**config.mk**
```make
export PLATFORM = sky130hd
export DESIGN_NAME = agsc_ctrl
export DESIGN_NICKNAME = d
export VERILOG_FILES = /design/src/verilog/agsc_pkg.sv /design/src/verilog/agsc_modem_tx.sv /design/src/verilog/agsc_ctrl.sv
export SDC_FILE = /design/constraint.sdc
export NUM_CORES = 1
export LEC_CHECK = 0
export CORE_MARGIN = 1.5
export CORE_UTILIZATION = 64
export DETAILED_ROUTE_END_ITERATION = 16
export DONT_BUFFER_PORTS = 1
export PLACE_DENSITY = 0.8
export SETUP_SLACK_MARGIN = 0.05
export SLEW_MARGIN = 20
export SYNTH_ARGS = -nofsm -noshare
export SYNTH_HDL_FRONTEND = slang
export SYNTH_HIERARCHICAL = 1
export SYNTH_SLANG_ARGS = --single-unit
```
**constraint.sdc**
```tcl
create_clock -name CLK_I -period 2.6 [get_ports CLK_I]
set_clock_uncertainty 0.05 [all_clocks]
set_input_delay 0.13 -clock CLK_I [delete_from_list [all_inputs] [get_ports CLK_I]]
set_output_delay 0.13 -clock CLK_I [all_outputs]
set_load 0.03 [all_outputs]
```
**src/verilog/agsc_pkg.sv**
```systemverilog
`default_nettype none
package agsc_pkg;

    // ----------------------------------------------------------------
    // timing
    // ----------------------------------------------------------------
    localparam int unsigned CLK_MHZ = 125;
    localparam int unsigned SETTLE_US = 10;
    localparam logic [10:0] SETTLE_CYC = 11'(SETTLE_US * CLK_MHZ);
    localparam int unsigned MODEM_BAUD = 9600;
    localparam int unsigned BIT_CYCLES_DEF = (CLK_MHZ * 1000000) / MODEM_BAUD;

    // ----------------------------------------------------------------
    // attenuator and alarm figures
    // ----------------------------------------------------------------
    localparam logic [4:0] ATTN_MAX = 5'h1e;
    localparam logic [4:0] ATTN_STEP = 5'h01;
    localparam logic [4:0] ATTN_MIN = 5'h00;
    localparam int unsigned N_ALARM = 4;
    localparam logic [3:0] ALARM_RST = 4'h0;
    localparam logic [4:0] PEND_RST = 5'h00;

    // ----------------------------------------------------------------
    // modem message codes and frame
    // ----------------------------------------------------------------
    localparam logic [7:0] MSG_ALARM = 8'h80;
    localparam logic [7:0] MSG_DONE = 8'h40;
    localparam logic [3:0] FRAME_BITS = 4'ha;

    // ----------------------------------------------------------------
    // types
    // ----------------------------------------------------------------
    typedef enum logic [3:0] {
        ST_MAX = 4'h1,
        ST_SETTLE = 4'h2,
        ST_DONE = 4'h4,
        ST_TRACK = 4'h8
    } agsc_state_type;

    typedef struct packed {
        logic valid;
        logic [5:0] dbm;
    } agsc_meas_type;

    typedef struct packed {
        logic ul_wr;
        logic dl_wr;
        logic [4:0] value;
    } agsc_man_type;

endpackage
`default_nettype wire

```
**src/verilog/agsc_modem_tx.sv**
```systemverilog
`timescale 1ns/100ps
`default_nettype none
module agsc_modem_tx #(
    parameter int unsigned BIT_CYCLES = agsc_pkg::BIT_CYCLES_DEF
)
(
    input wire logic clk_i,
    input wire logic rst_b_i,
    input wire logic start_i,
    input wire logic [7:0] byte_i,
    output logic busy_o,
    output logic txd_o
);

    logic [9:0] shift;
    logic [9:0] next_shift;
    logic [3:0] bits;
    logic [3:0] next_bits;
    logic [15:0] timer;
    logic [15:0] next_timer;
    logic busy;
    logic next_busy;

    // ----------------------------------------------------------------
    // 8n1 framing, lsb first
    // ----------------------------------------------------------------
    always_comb
    begin
        next_shift = shift;
        next_bits = bits;
        next_timer = timer;
        next_busy = busy;
        if (!busy && start_i)
        begin
            // start bit low, stop bit high
            next_shift = {1'b1, byte_i, 1'b0};
            next_bits = agsc_pkg::FRAME_BITS;
            next_timer = 16'(BIT_CYCLES - 1);
            next_busy = 1'b1;
        end
        else if (busy)
        begin
            if (timer != 16'h0000)
            begin
                next_timer = timer - 16'h0001;
            end
            else if (bits == 4'h1)
            begin
                next_busy = 1'b0;
                next_shift = {1'b1, shift[9:1]};
                next_bits = 4'h0;
            end
            else
            begin
                next_shift = {1'b1, shift[9:1]};
                next_bits = bits - 4'h1;
                next_timer = 16'(BIT_CYCLES - 1);
            end
        end
    end

    // line idles high between frames
    always_ff @(posedge clk_i or negedge rst_b_i)
    begin
        if (!rst_b_i)
        begin
            shift <= 10'h3ff;
            bits <= 4'h0;
            timer <= 16'h0000;
            busy <= 1'b0;
        end
        else
        begin
            shift <= next_shift;
            bits <= next_bits;
            timer <= next_timer;
            busy <= next_busy;
        end
    end

    assign busy_o = busy;
    assign txd_o = shift[0];

endmodule
`default_nettype wire

```
**src/verilog/agsc_ctrl.sv**
```systemverilog
`timescale 1ns/100ps
`default_nettype none
module agsc_ctrl #(
    parameter int unsigned BIT_CYCLES = agsc_pkg::BIT_CYCLES_DEF
)
(
    input wire logic CLK_I,
    input wire logic RST_B_I,
    input wire logic RESTART_I,
    input wire agsc_pkg::agsc_meas_type MEAS_I,
    input wire logic [5:0] PEAK_LIMIT_I,
    input wire agsc_pkg::agsc_man_type MAN_I,
    input wire logic UL_HIGH_I,
    input wire logic [3:0] FAIL_I,
    output logic [4:0] UL_ATTN_O,
    output logic [4:0] DL_ATTN_O,
    output logic SETUP_BUSY_O,
    output logic SETUP_DONE_O,
    output logic [3:0] ALARM_O,
    output logic MODEM_TXD_O
);

    // ----------------------------------------------------------------
    // helpers
    // ----------------------------------------------------------------
    function automatic logic [4:0] attn_up(input logic [4:0] a);
        attn_up = (a < agsc_pkg::ATTN_MAX) ? a + agsc_pkg::ATTN_STEP : a;
    endfunction

    function automatic logic [4:0] attn_clamp(input logic [4:0] a);
        attn_clamp = (a > agsc_pkg::ATTN_MAX) ? agsc_pkg::ATTN_MAX : a;
    endfunction

    // ----------------------------------------------------------------
    // input synchronisers for pins
    // ----------------------------------------------------------------
    logic [4:0] sync1;
    logic [4:0] sync2;

    always_ff @(posedge CLK_I or negedge RST_B_I)
    begin
        if (!RST_B_I)
        begin
            sync1 <= 5'h00;
            sync2 <= 5'h00;
        end
        else
        begin
            sync1 <= {UL_HIGH_I, FAIL_I};
            sync2 <= sync1;
        end
    end

    // ----------------------------------------------------------------
    // gain control
    // ----------------------------------------------------------------
    agsc_pkg::agsc_state_type state;
    agsc_pkg::agsc_state_type next_state;
    logic [4:0] ul_attn;
    logic [4:0] next_ul_attn;
    logic [4:0] dl_attn;
    logic [4:0] next_dl_attn;
    logic [10:0] settle_cnt;
    logic [10:0] next_settle_cnt;
    logic done;
    logic next_done;
    logic busy;
    logic next_busy;
    logic ready;
    logic over;
    logic reached;
    logic man_wr;
    logic ul_high;

    assign ready = (settle_cnt == 11'h000) && MEAS_I.valid;
    assign over = MEAS_I.dbm > PEAK_LIMIT_I;
    assign reached = MEAS_I.dbm >= PEAK_LIMIT_I;
    assign man_wr = MAN_I.ul_wr | MAN_I.dl_wr;
    assign ul_high = sync2[4];

    // restart beats manual, manual beats the sequence
    always_comb
    begin
        next_state = state;
        next_ul_attn = ul_attn;
        next_dl_attn = dl_attn;
        next_settle_cnt = settle_cnt;
        if (settle_cnt != 11'h000)
        begin
            next_settle_cnt = settle_cnt - 11'h001;
        end
        next_done = 1'b0;
        case (state)
            agsc_pkg::ST_MAX:
            begin
                next_ul_attn = agsc_pkg::ATTN_MAX;
                next_dl_attn = agsc_pkg::ATTN_MAX;
                next_settle_cnt = agsc_pkg::SETTLE_CYC;
                next_state = agsc_pkg::ST_SETTLE;
            end
            agsc_pkg::ST_SETTLE:
            begin
                if (ready)
                begin
                    if (reached || dl_attn == agsc_pkg::ATTN_MIN)
                    begin
                        next_state = agsc_pkg::ST_DONE;
                    end
                    else
                    begin
                        // both paths move together to stay balanced
                        next_ul_attn = dl_attn - agsc_pkg::ATTN_STEP;
                        next_dl_attn = dl_attn - agsc_pkg::ATTN_STEP;
                        next_settle_cnt = agsc_pkg::SETTLE_CYC;
                    end
                end
            end
            agsc_pkg::ST_DONE:
            begin
                next_done = 1'b1;
                next_state = agsc_pkg::ST_TRACK;
            end
            agsc_pkg::ST_TRACK:
            begin
                // only ever adds; a falling level is ignored so the
                // base station power control is not fought
                if (ready && (over || ul_high))
                begin
                    if (over)
                    begin
                        next_dl_attn = attn_up(dl_attn);
                    end
                    next_ul_attn = attn_up(ul_attn);
                    next_settle_cnt = agsc_pkg::SETTLE_CYC;
                end
            end
            default:
            begin
                next_state = agsc_pkg::ST_MAX;
            end
        endcase
        if (man_wr)
        begin
            // manual values may sit outside the detector range
            if (MAN_I.ul_wr)
            begin
                next_ul_attn = attn_clamp(MAN_I.value);
            end
            if (MAN_I.dl_wr)
            begin
                next_dl_attn = attn_clamp(MAN_I.value);
            end
            next_settle_cnt = agsc_pkg::SETTLE_CYC;
            next_state = agsc_pkg::ST_TRACK;
            next_done = 1'b0;
        end
        if (RESTART_I)
        begin
            next_ul_attn = agsc_pkg::ATTN_MAX;
            next_dl_attn = agsc_pkg::ATTN_MAX;
            next_settle_cnt = agsc_pkg::SETTLE_CYC;
            next_state = agsc_pkg::ST_SETTLE;
            next_done = 1'b0;
        end
        next_busy = (next_state == agsc_pkg::ST_MAX) ||
                    (next_state == agsc_pkg::ST_SETTLE);
    end

    // power-up runs the sequence as if restarted
    always_ff @(posedge CLK_I or negedge RST_B_I)
    begin
        if (!RST_B_I)
        begin
            state <= agsc_pkg::ST_MAX;
            ul_attn <= agsc_pkg::ATTN_MAX;
            dl_attn <= agsc_pkg::ATTN_MAX;
            settle_cnt <= agsc_pkg::SETTLE_CYC;
            done <= 1'b0;
            busy <= 1'b1;
        end
        else
        begin
            state <= next_state;
            ul_attn <= next_ul_attn;
            dl_attn <= next_dl_attn;
            settle_cnt <= next_settle_cnt;
            done <= next_done;
            busy <= next_busy;
        end
    end

    // ----------------------------------------------------------------
    // alarms and modem reports
    // ----------------------------------------------------------------
    logic [3:0] alarm;
    logic [3:0] next_alarm;
    logic [4:0] pend;
    logic [4:0] next_pend;
    logic [3:0] rise;
    logic tx_start;
    logic next_tx_start;
    logic [7:0] tx_byte;
    logic [7:0] next_tx_byte;
    logic tx_busy;

    assign rise = sync2[3:0] & ~alarm;

    // lowest pending wins; done report sits at bit 4
    always_comb
    begin
        next_alarm = sync2[3:0];
        next_pend = pend;
        next_tx_start = 1'b0;
        next_tx_byte = tx_byte;
        if (!tx_busy && !tx_start && pend != agsc_pkg::PEND_RST)
        begin
            next_tx_start = 1'b1;
            next_tx_byte = agsc_pkg::MSG_DONE;
            for (int i = agsc_pkg::N_ALARM - 1; i >= 0; i--)
            begin
                if (pend[i])
                begin
                    next_tx_byte = agsc_pkg::MSG_ALARM | 8'(i);
                end
            end
            for (int i = 0; i <= agsc_pkg::N_ALARM; i++)
            begin
                if (pend[i] && (pend & ((5'h01 << i) - 5'h01)) == 5'h00)
                begin
                    next_pend[i] = 1'b0;
                end
            end
        end
        // a new event beats the clear of its pending bit
        next_pend = next_pend | {done, rise};
    end

    always_ff @(posedge CLK_I or negedge RST_B_I)
    begin
        if (!RST_B_I)
        begin
            alarm <= agsc_pkg::ALARM_RST;
            pend <= agsc_pkg::PEND_RST;
            tx_start <= 1'b0;
            tx_byte <= 8'h00;
        end
        else
        begin
            alarm <= next_alarm;
            pend <= next_pend;
            tx_start <= next_tx_start;
            tx_byte <= next_tx_byte;
        end
    end

    agsc_modem_tx #(
        .BIT_CYCLES(BIT_CYCLES)
    ) u_modem_tx (
        .clk_i(CLK_I),
        .rst_b_i(RST_B_I),
        .start_i(tx_start),
        .byte_i(tx_byte),
        .busy_o(tx_busy),
        .txd_o(MODEM_TXD_O)
    );

    assign UL_ATTN_O = ul_attn;
    assign DL_ATTN_O = dl_attn;
    assign SETUP_BUSY_O = busy;
    assign SETUP_DONE_O = done;
    assign ALARM_O = alarm;
endmodule
`default_nettype wire

```
# == Word level (Yosys, flattened, before mapping) ==
# Cells that the tools add are included.
# totals
regBits,86
output_inout_bits,17
input_bits,28
word_cells,124
# classes
n_addsub,6
bitwise,4
order_cmp,5
n_eq_ne,9
mux,58
n_reduce_logical,26
# op_table
op,count
$mux 5,17
$mux 11,6
$mux 16,4
$pmux 11 s3,1
$mux 4,8
$mux 8,4
$mux 10,3
$pmux 5 s3,2
$logic_not 5->1,5
$pmux 4 s4,1
$reduce_bool 16->1,1
$sub 16x1->16 const B,1
$eq 4x1->1 const B,3
$mux 1,12
$logic_not 11->1,1
$reduce_bool 11->1,1
$sub 11x1->11 const B,1
$add 5x1->5 const B,2
$lt 5x5->1 const B,2
$logic_and 1x1->1,9
$eq 4x2->1 const B,2
$ge 6x6->1,1
$gt 6x6->1,1
$gt 5x5->1 const B,1
other kinds (15),19

# == Depth between registers and ports, before layout ==
# depth
depth_word,9
ltp_mapped,9
depth_no_buf,8

# == Cells and area by module ==
# The synthesis kept the hierarchy.
# by_module_without_submodules
module,seq_area_each_um2,area_each_um2,cells_per_inst,instances
agsc_ctrl,1295.0,3000.4,315,1
agsc_modem_tx,762.0,1757.9,191,1

# == Worst setup path before layout ==
# OpenSTA, ideal clock, no wires.
# synth_timing
path_kind,reg2reg
from,"register dl_attn[1], in the netlist DL_ATTN_O[1]"
to,"register ul_attn[0], in the netlist UL_ATTN_O[0]"
path_buffers,1
synth_period_minus_slack_ns,2.325
required_ns,2.404
slack_ns,0.275
arrival_ns,2.129
stages_incl_launch_ff,10
setup_time_ns,0.146
path_cell_list,dfstp_2 -> inv_1 -> ha_1 -> nor4b_1 -> a211oi_1 -> o211ai_1 -> buf_4 -> o32a_1 -> o21ai_0 -> a221oi_1
# synth_via
elab_chain_cells,8
# synth_lines
element,line_no,rtl
"start, declared",agsc_ctrl.sv:61,logic [4:0] dl_attn;
"start signal, assigned",agsc_ctrl.sv:176,dl_attn <= agsc_pkg::ATTN_MAX;
"start signal, assigned",agsc_ctrl.sv:185,dl_attn <= next_dl_attn;
$logic_not 5->1 *,agsc_ctrl.sv:105,if (reached || dl_attn == agsc_pkg::ATTN_MIN)
$logic_or 1x1->1 *,agsc_ctrl.sv:105,
$mux 5 *,agsc_ctrl.sv:105,
$mux 5 *,agsc_ctrl.sv:103,if (ready)
$pmux 5 s3 *,agsc_ctrl.sv:93,case (state)
$mux 5,agsc_ctrl.sv:145,if (MAN_I.ul_wr)
$mux 5 *,agsc_ctrl.sv:142,if (man_wr)
$mux 5 *,agsc_ctrl.sv:157,if (RESTART_I)
via next_ul_attn[0],agsc_ctrl.sv:60,logic [4:0] next_ul_attn;
"end signal, assigned",agsc_ctrl.sv:175,ul_attn <= agsc_pkg::ATTN_MAX;
"end signal, assigned",agsc_ctrl.sv:184,ul_attn <= next_ul_attn;
"end, declared",agsc_ctrl.sv:59,logic [4:0] ul_attn;
# Mark *: on every way through the listed nets, which the timed path passes. The rest lies on a longest branch.
# A chain may end at the register's enable or synchronous reset.

# == Worst setup path in the final report ==
# Ends and elaborated chain as after synthesis.

==> summary.txt <==
Outcome = completed
Largest net degree at the start of global routing = 82
Asr flop ratio synth = 1.000
Cell taking the most area after synthesis = dfrtp_1
Router iterations before antenna repair = 5
Synth Area in Compound Gates = 0.2067
Routed len/inst = 18.18 microns
CTS tree = built
First-pass GRT wire length = 18,670 microns
Bufs on Longest Clock Path = 2
Xor/xnor share of the synthesized area = 0.02761
Tmin final = 2.391 ns
Top cells by area, synth = dfrtp_1 (30%), dfstp_2 (13%), ha_1 (3.9%), nor2_1 (3.4%), o21ai_0 (3.4%)
Overall die width = 89.23 microns
Syn Std Cell Area = 0.004758 sq mm
Hold Startpoint = RESTART_I
Unrepaired setup endpoints after global routing = false
DPL Wire Length = 7588 microns
CP required = 2.80 ns
Worst-Margin Slew = 0.5898 ns
Clk sinks = 81
Clock Latency Late Sink = 0.36 ns
Synth cell count leaders = dfrtp_1 (57), nor2_1 (43), inv_1 (35)
Lkg Pwr = 2.271 nW
Number of I/O port buffers = 0
Hold buffer count at CTS = 17
Seq/Total Area, Yosys = 0.4323
#FFs+latches synth = 81
Top achievable clock speed = 418.3 MHz
Initial DRC count = 305
Max_slew headroom = 0.6044
Pwr dens = 681.2 mW/mm^2
Worst Hold Class = input port to flip-flop
Ratio of cells with drive above 1 in the final layout = 0.1574
Critical Path AT = 2.59 ns
Final layout net count = 578
Largest stage delay, worst path = 0.54 ns
Yosys cell types = 80
Post-synth top area share = 0.2998
Final Hold Fails = 0
Mean area per synthesized cell = 9.404 sq um
Setup TNS = 0 ns
Cell Area, Placed = 0.004932 sq mm
Clk slew on worst S/H paths = 0.09 ns
Mux contribution to synthesized area = 0.01499
Ys Warns = 6
Design area = 0.005350 sq mm
Most frequent cell after synthesis = dfrtp_1
DRC viols = 0
H-tree depth = 3
Die height = 89.23 microns
Root Buffer = clkbuf_8
Remaining Overflow, GRT = 0
Die area = 0.007961 sq mm
Hold depth = 3
RR Startpoint = DL_ATTN_O[1]
Post-synth EDFFs = 0
Max_cap viols = 0
Setup crit start kind = flip-flop
Total track usage = 0.3071
CTS buffer count = 9
Kind of end point of the critical path = flip-flop
GP Congestion = 0.9186
Setup bufs post-CTS = 0
Worst path slowest cell = dfstp_2
# diodes = 0
Largest family of logic cells by synthesized area = simple AND/OR/NAND/NOR gates
Buffers plus inverters on the worst setup path = 2
DR vias = 4,171
Cell family with the largest share of critical-path delay = compound AO/OA/AOI/OAI gates
Vias in the first global route = 3,985
Worst-path fanout max = 11
Peak VDD IR = 608.3 uV
Util after Layout = 0.7416
Std cell rows = 31
Adder-Cell Fraction of Synth Area = 0.03944
Initial Util = 0.6596
Critical path cell sequence = inv_1 -> ha_1 -> nor4b_1 -> a211oi_1 -> o211ai_1 -> buf_4 -> nor3_2 -> a311oi_1 -> a221oi_1
# resized after CTS = 0
ANT nets after route = 0
Setup crit start = DL_ATTN_O[1]
I/O pin cnt = 45
Levels on crit path = 9
Period utilisation layout = 0.9194
Number of antenna violations at the first check in global routing = 0
Mapped Cells = 506
Slew Viols, Final = 0
Simple-Gate Fraction of Synth Area = 0.2232
Number of setup violations in the final report = 0
Post-synth top flop = dfrtp_1
Filler instances = 523
Register-to-Register Path Depth = 9
Core ar. = 0.007214 sq mm
Drt total wl = 11,620 microns
Area added between synthesis and finish = 12.44%
Via density = 6.527
Critical path class = flip-flop to flip-flop
area by class of cell:
| type | count | area [sq um] | share of cell area |
|---|---|---|---|
| tap | 99 | 123.9 | 0.02315 |
| timing repair buffer | 39 | 352.8 | 0.06595 |
| clock buffer | 9 | 123.9 | 0.02315 |
| clock inverter | 7 | 106.4 | 0.01988 |
| inverter | 36 | 135.1 | 0.02526 |
| sequential | 81 | 2057 | 0.3845 |
| multi-input combinational | 368 | 2451 | 0.4581 |
per-layer routing:
metal | part of all wire | GRT usage | up-vias
met2 | 0.50 | 0.5113 | 202
met4 | 0.027 | 0.1189 | 0
met5 | 0 | 0 | -
li1 | - | - | 1932
met1 | 0.39 | 0.3870 | 1998
met3 | 0.079 | 0.07664 | 39
power breakdown:
part	switching, W	leakage [nW]	internal [W]
Clock	0.000513	0.117	0.000560
Sequential	0.000256	0.944	0.00148
Combinational	0.000470	1.21	0.000366
worst paths after layout:
check                                      endpoint  slack (ns)
worst max register to register         UL_ATTN_O[0]        0.21
worst min-delay path                   DL_ATTN_O[3]        0.04
worst min register to register             sync2[4]        0.30
worst max-delay path                   UL_ATTN_O[0]        0.21
max in group asynchronous       u_modem_tx/shift[3]        1.85
min in group asynchronous                ALARM_O[0]        0.31
registers in the layout (all words and copies together), names as in the netlist, 4 cells and up:
register / cells
u_modem_tx/timer: 16
settle_cnt: 11
u_modem_tx/shift: 9
DL_ATTN_O: 5
UL_ATTN_O: 5
pend: 5
sync1: 5
sync2: 5
ALARM_O: 4
state: 4
tx_byte: 4
u_modem_tx/bits: 4
through the flow:
step	total power (W)	worst slack, ns	cells	hold slack [ns]
after detailed placement	0.002500	0.3099	606	-0.2119
final	0.003644	0.2095	639	0.03828
after CTS	0.003636	0.2747	639	0.01994
after global routing	0.003847	0.1511	639	0.03457
after floorplan	0.002293	0.2746	509	-0.2156
after global placement	0.002460	0.4049	606	-0.2137
worst register-to-register path, stage by stage, from the launching register on:
cell and delay [ns]:
dfstp_2 0.54, inv_1 0.07, ha_1 0.18, nor4b_1 0.14, a211oi_1 0.36, o211ai_1 0.16, buf_4 0.21, nor3_2 0.20
a311oi_1 0.10, a221oi_1 0.28
placed cells by master (no fill, tap or decap), drive strengths merged, types with 5 or more instances in the layout:
cell type and instances:
nor2 44, inv 40, clkbuf 9, or4 5, nor3 19, nand4 14, a211oi 6, dlygate4sd3 16
dfstp 24, nand3 15, a21o 9, nand3b 6, nand2b 8, or3 9, a21oi 20, o21ai 33
buf 23, xnor2 9, mux2i 6, ha 15, dfrtp 57, xor2 6, nand2 34, o21a 5
nor4 12, or2 5, o211ai 14, o31ai 6
cells by family after synthesis:
family	after synthesis
DFF	81
xor gates and xnor gates	15
AOI/OAI and AO/OA	139
buffers and inverters	60
other	1
and+or+nand+nor	188
adders and majority gates	15
muxes	7
(Power assumes the default switching activity.)
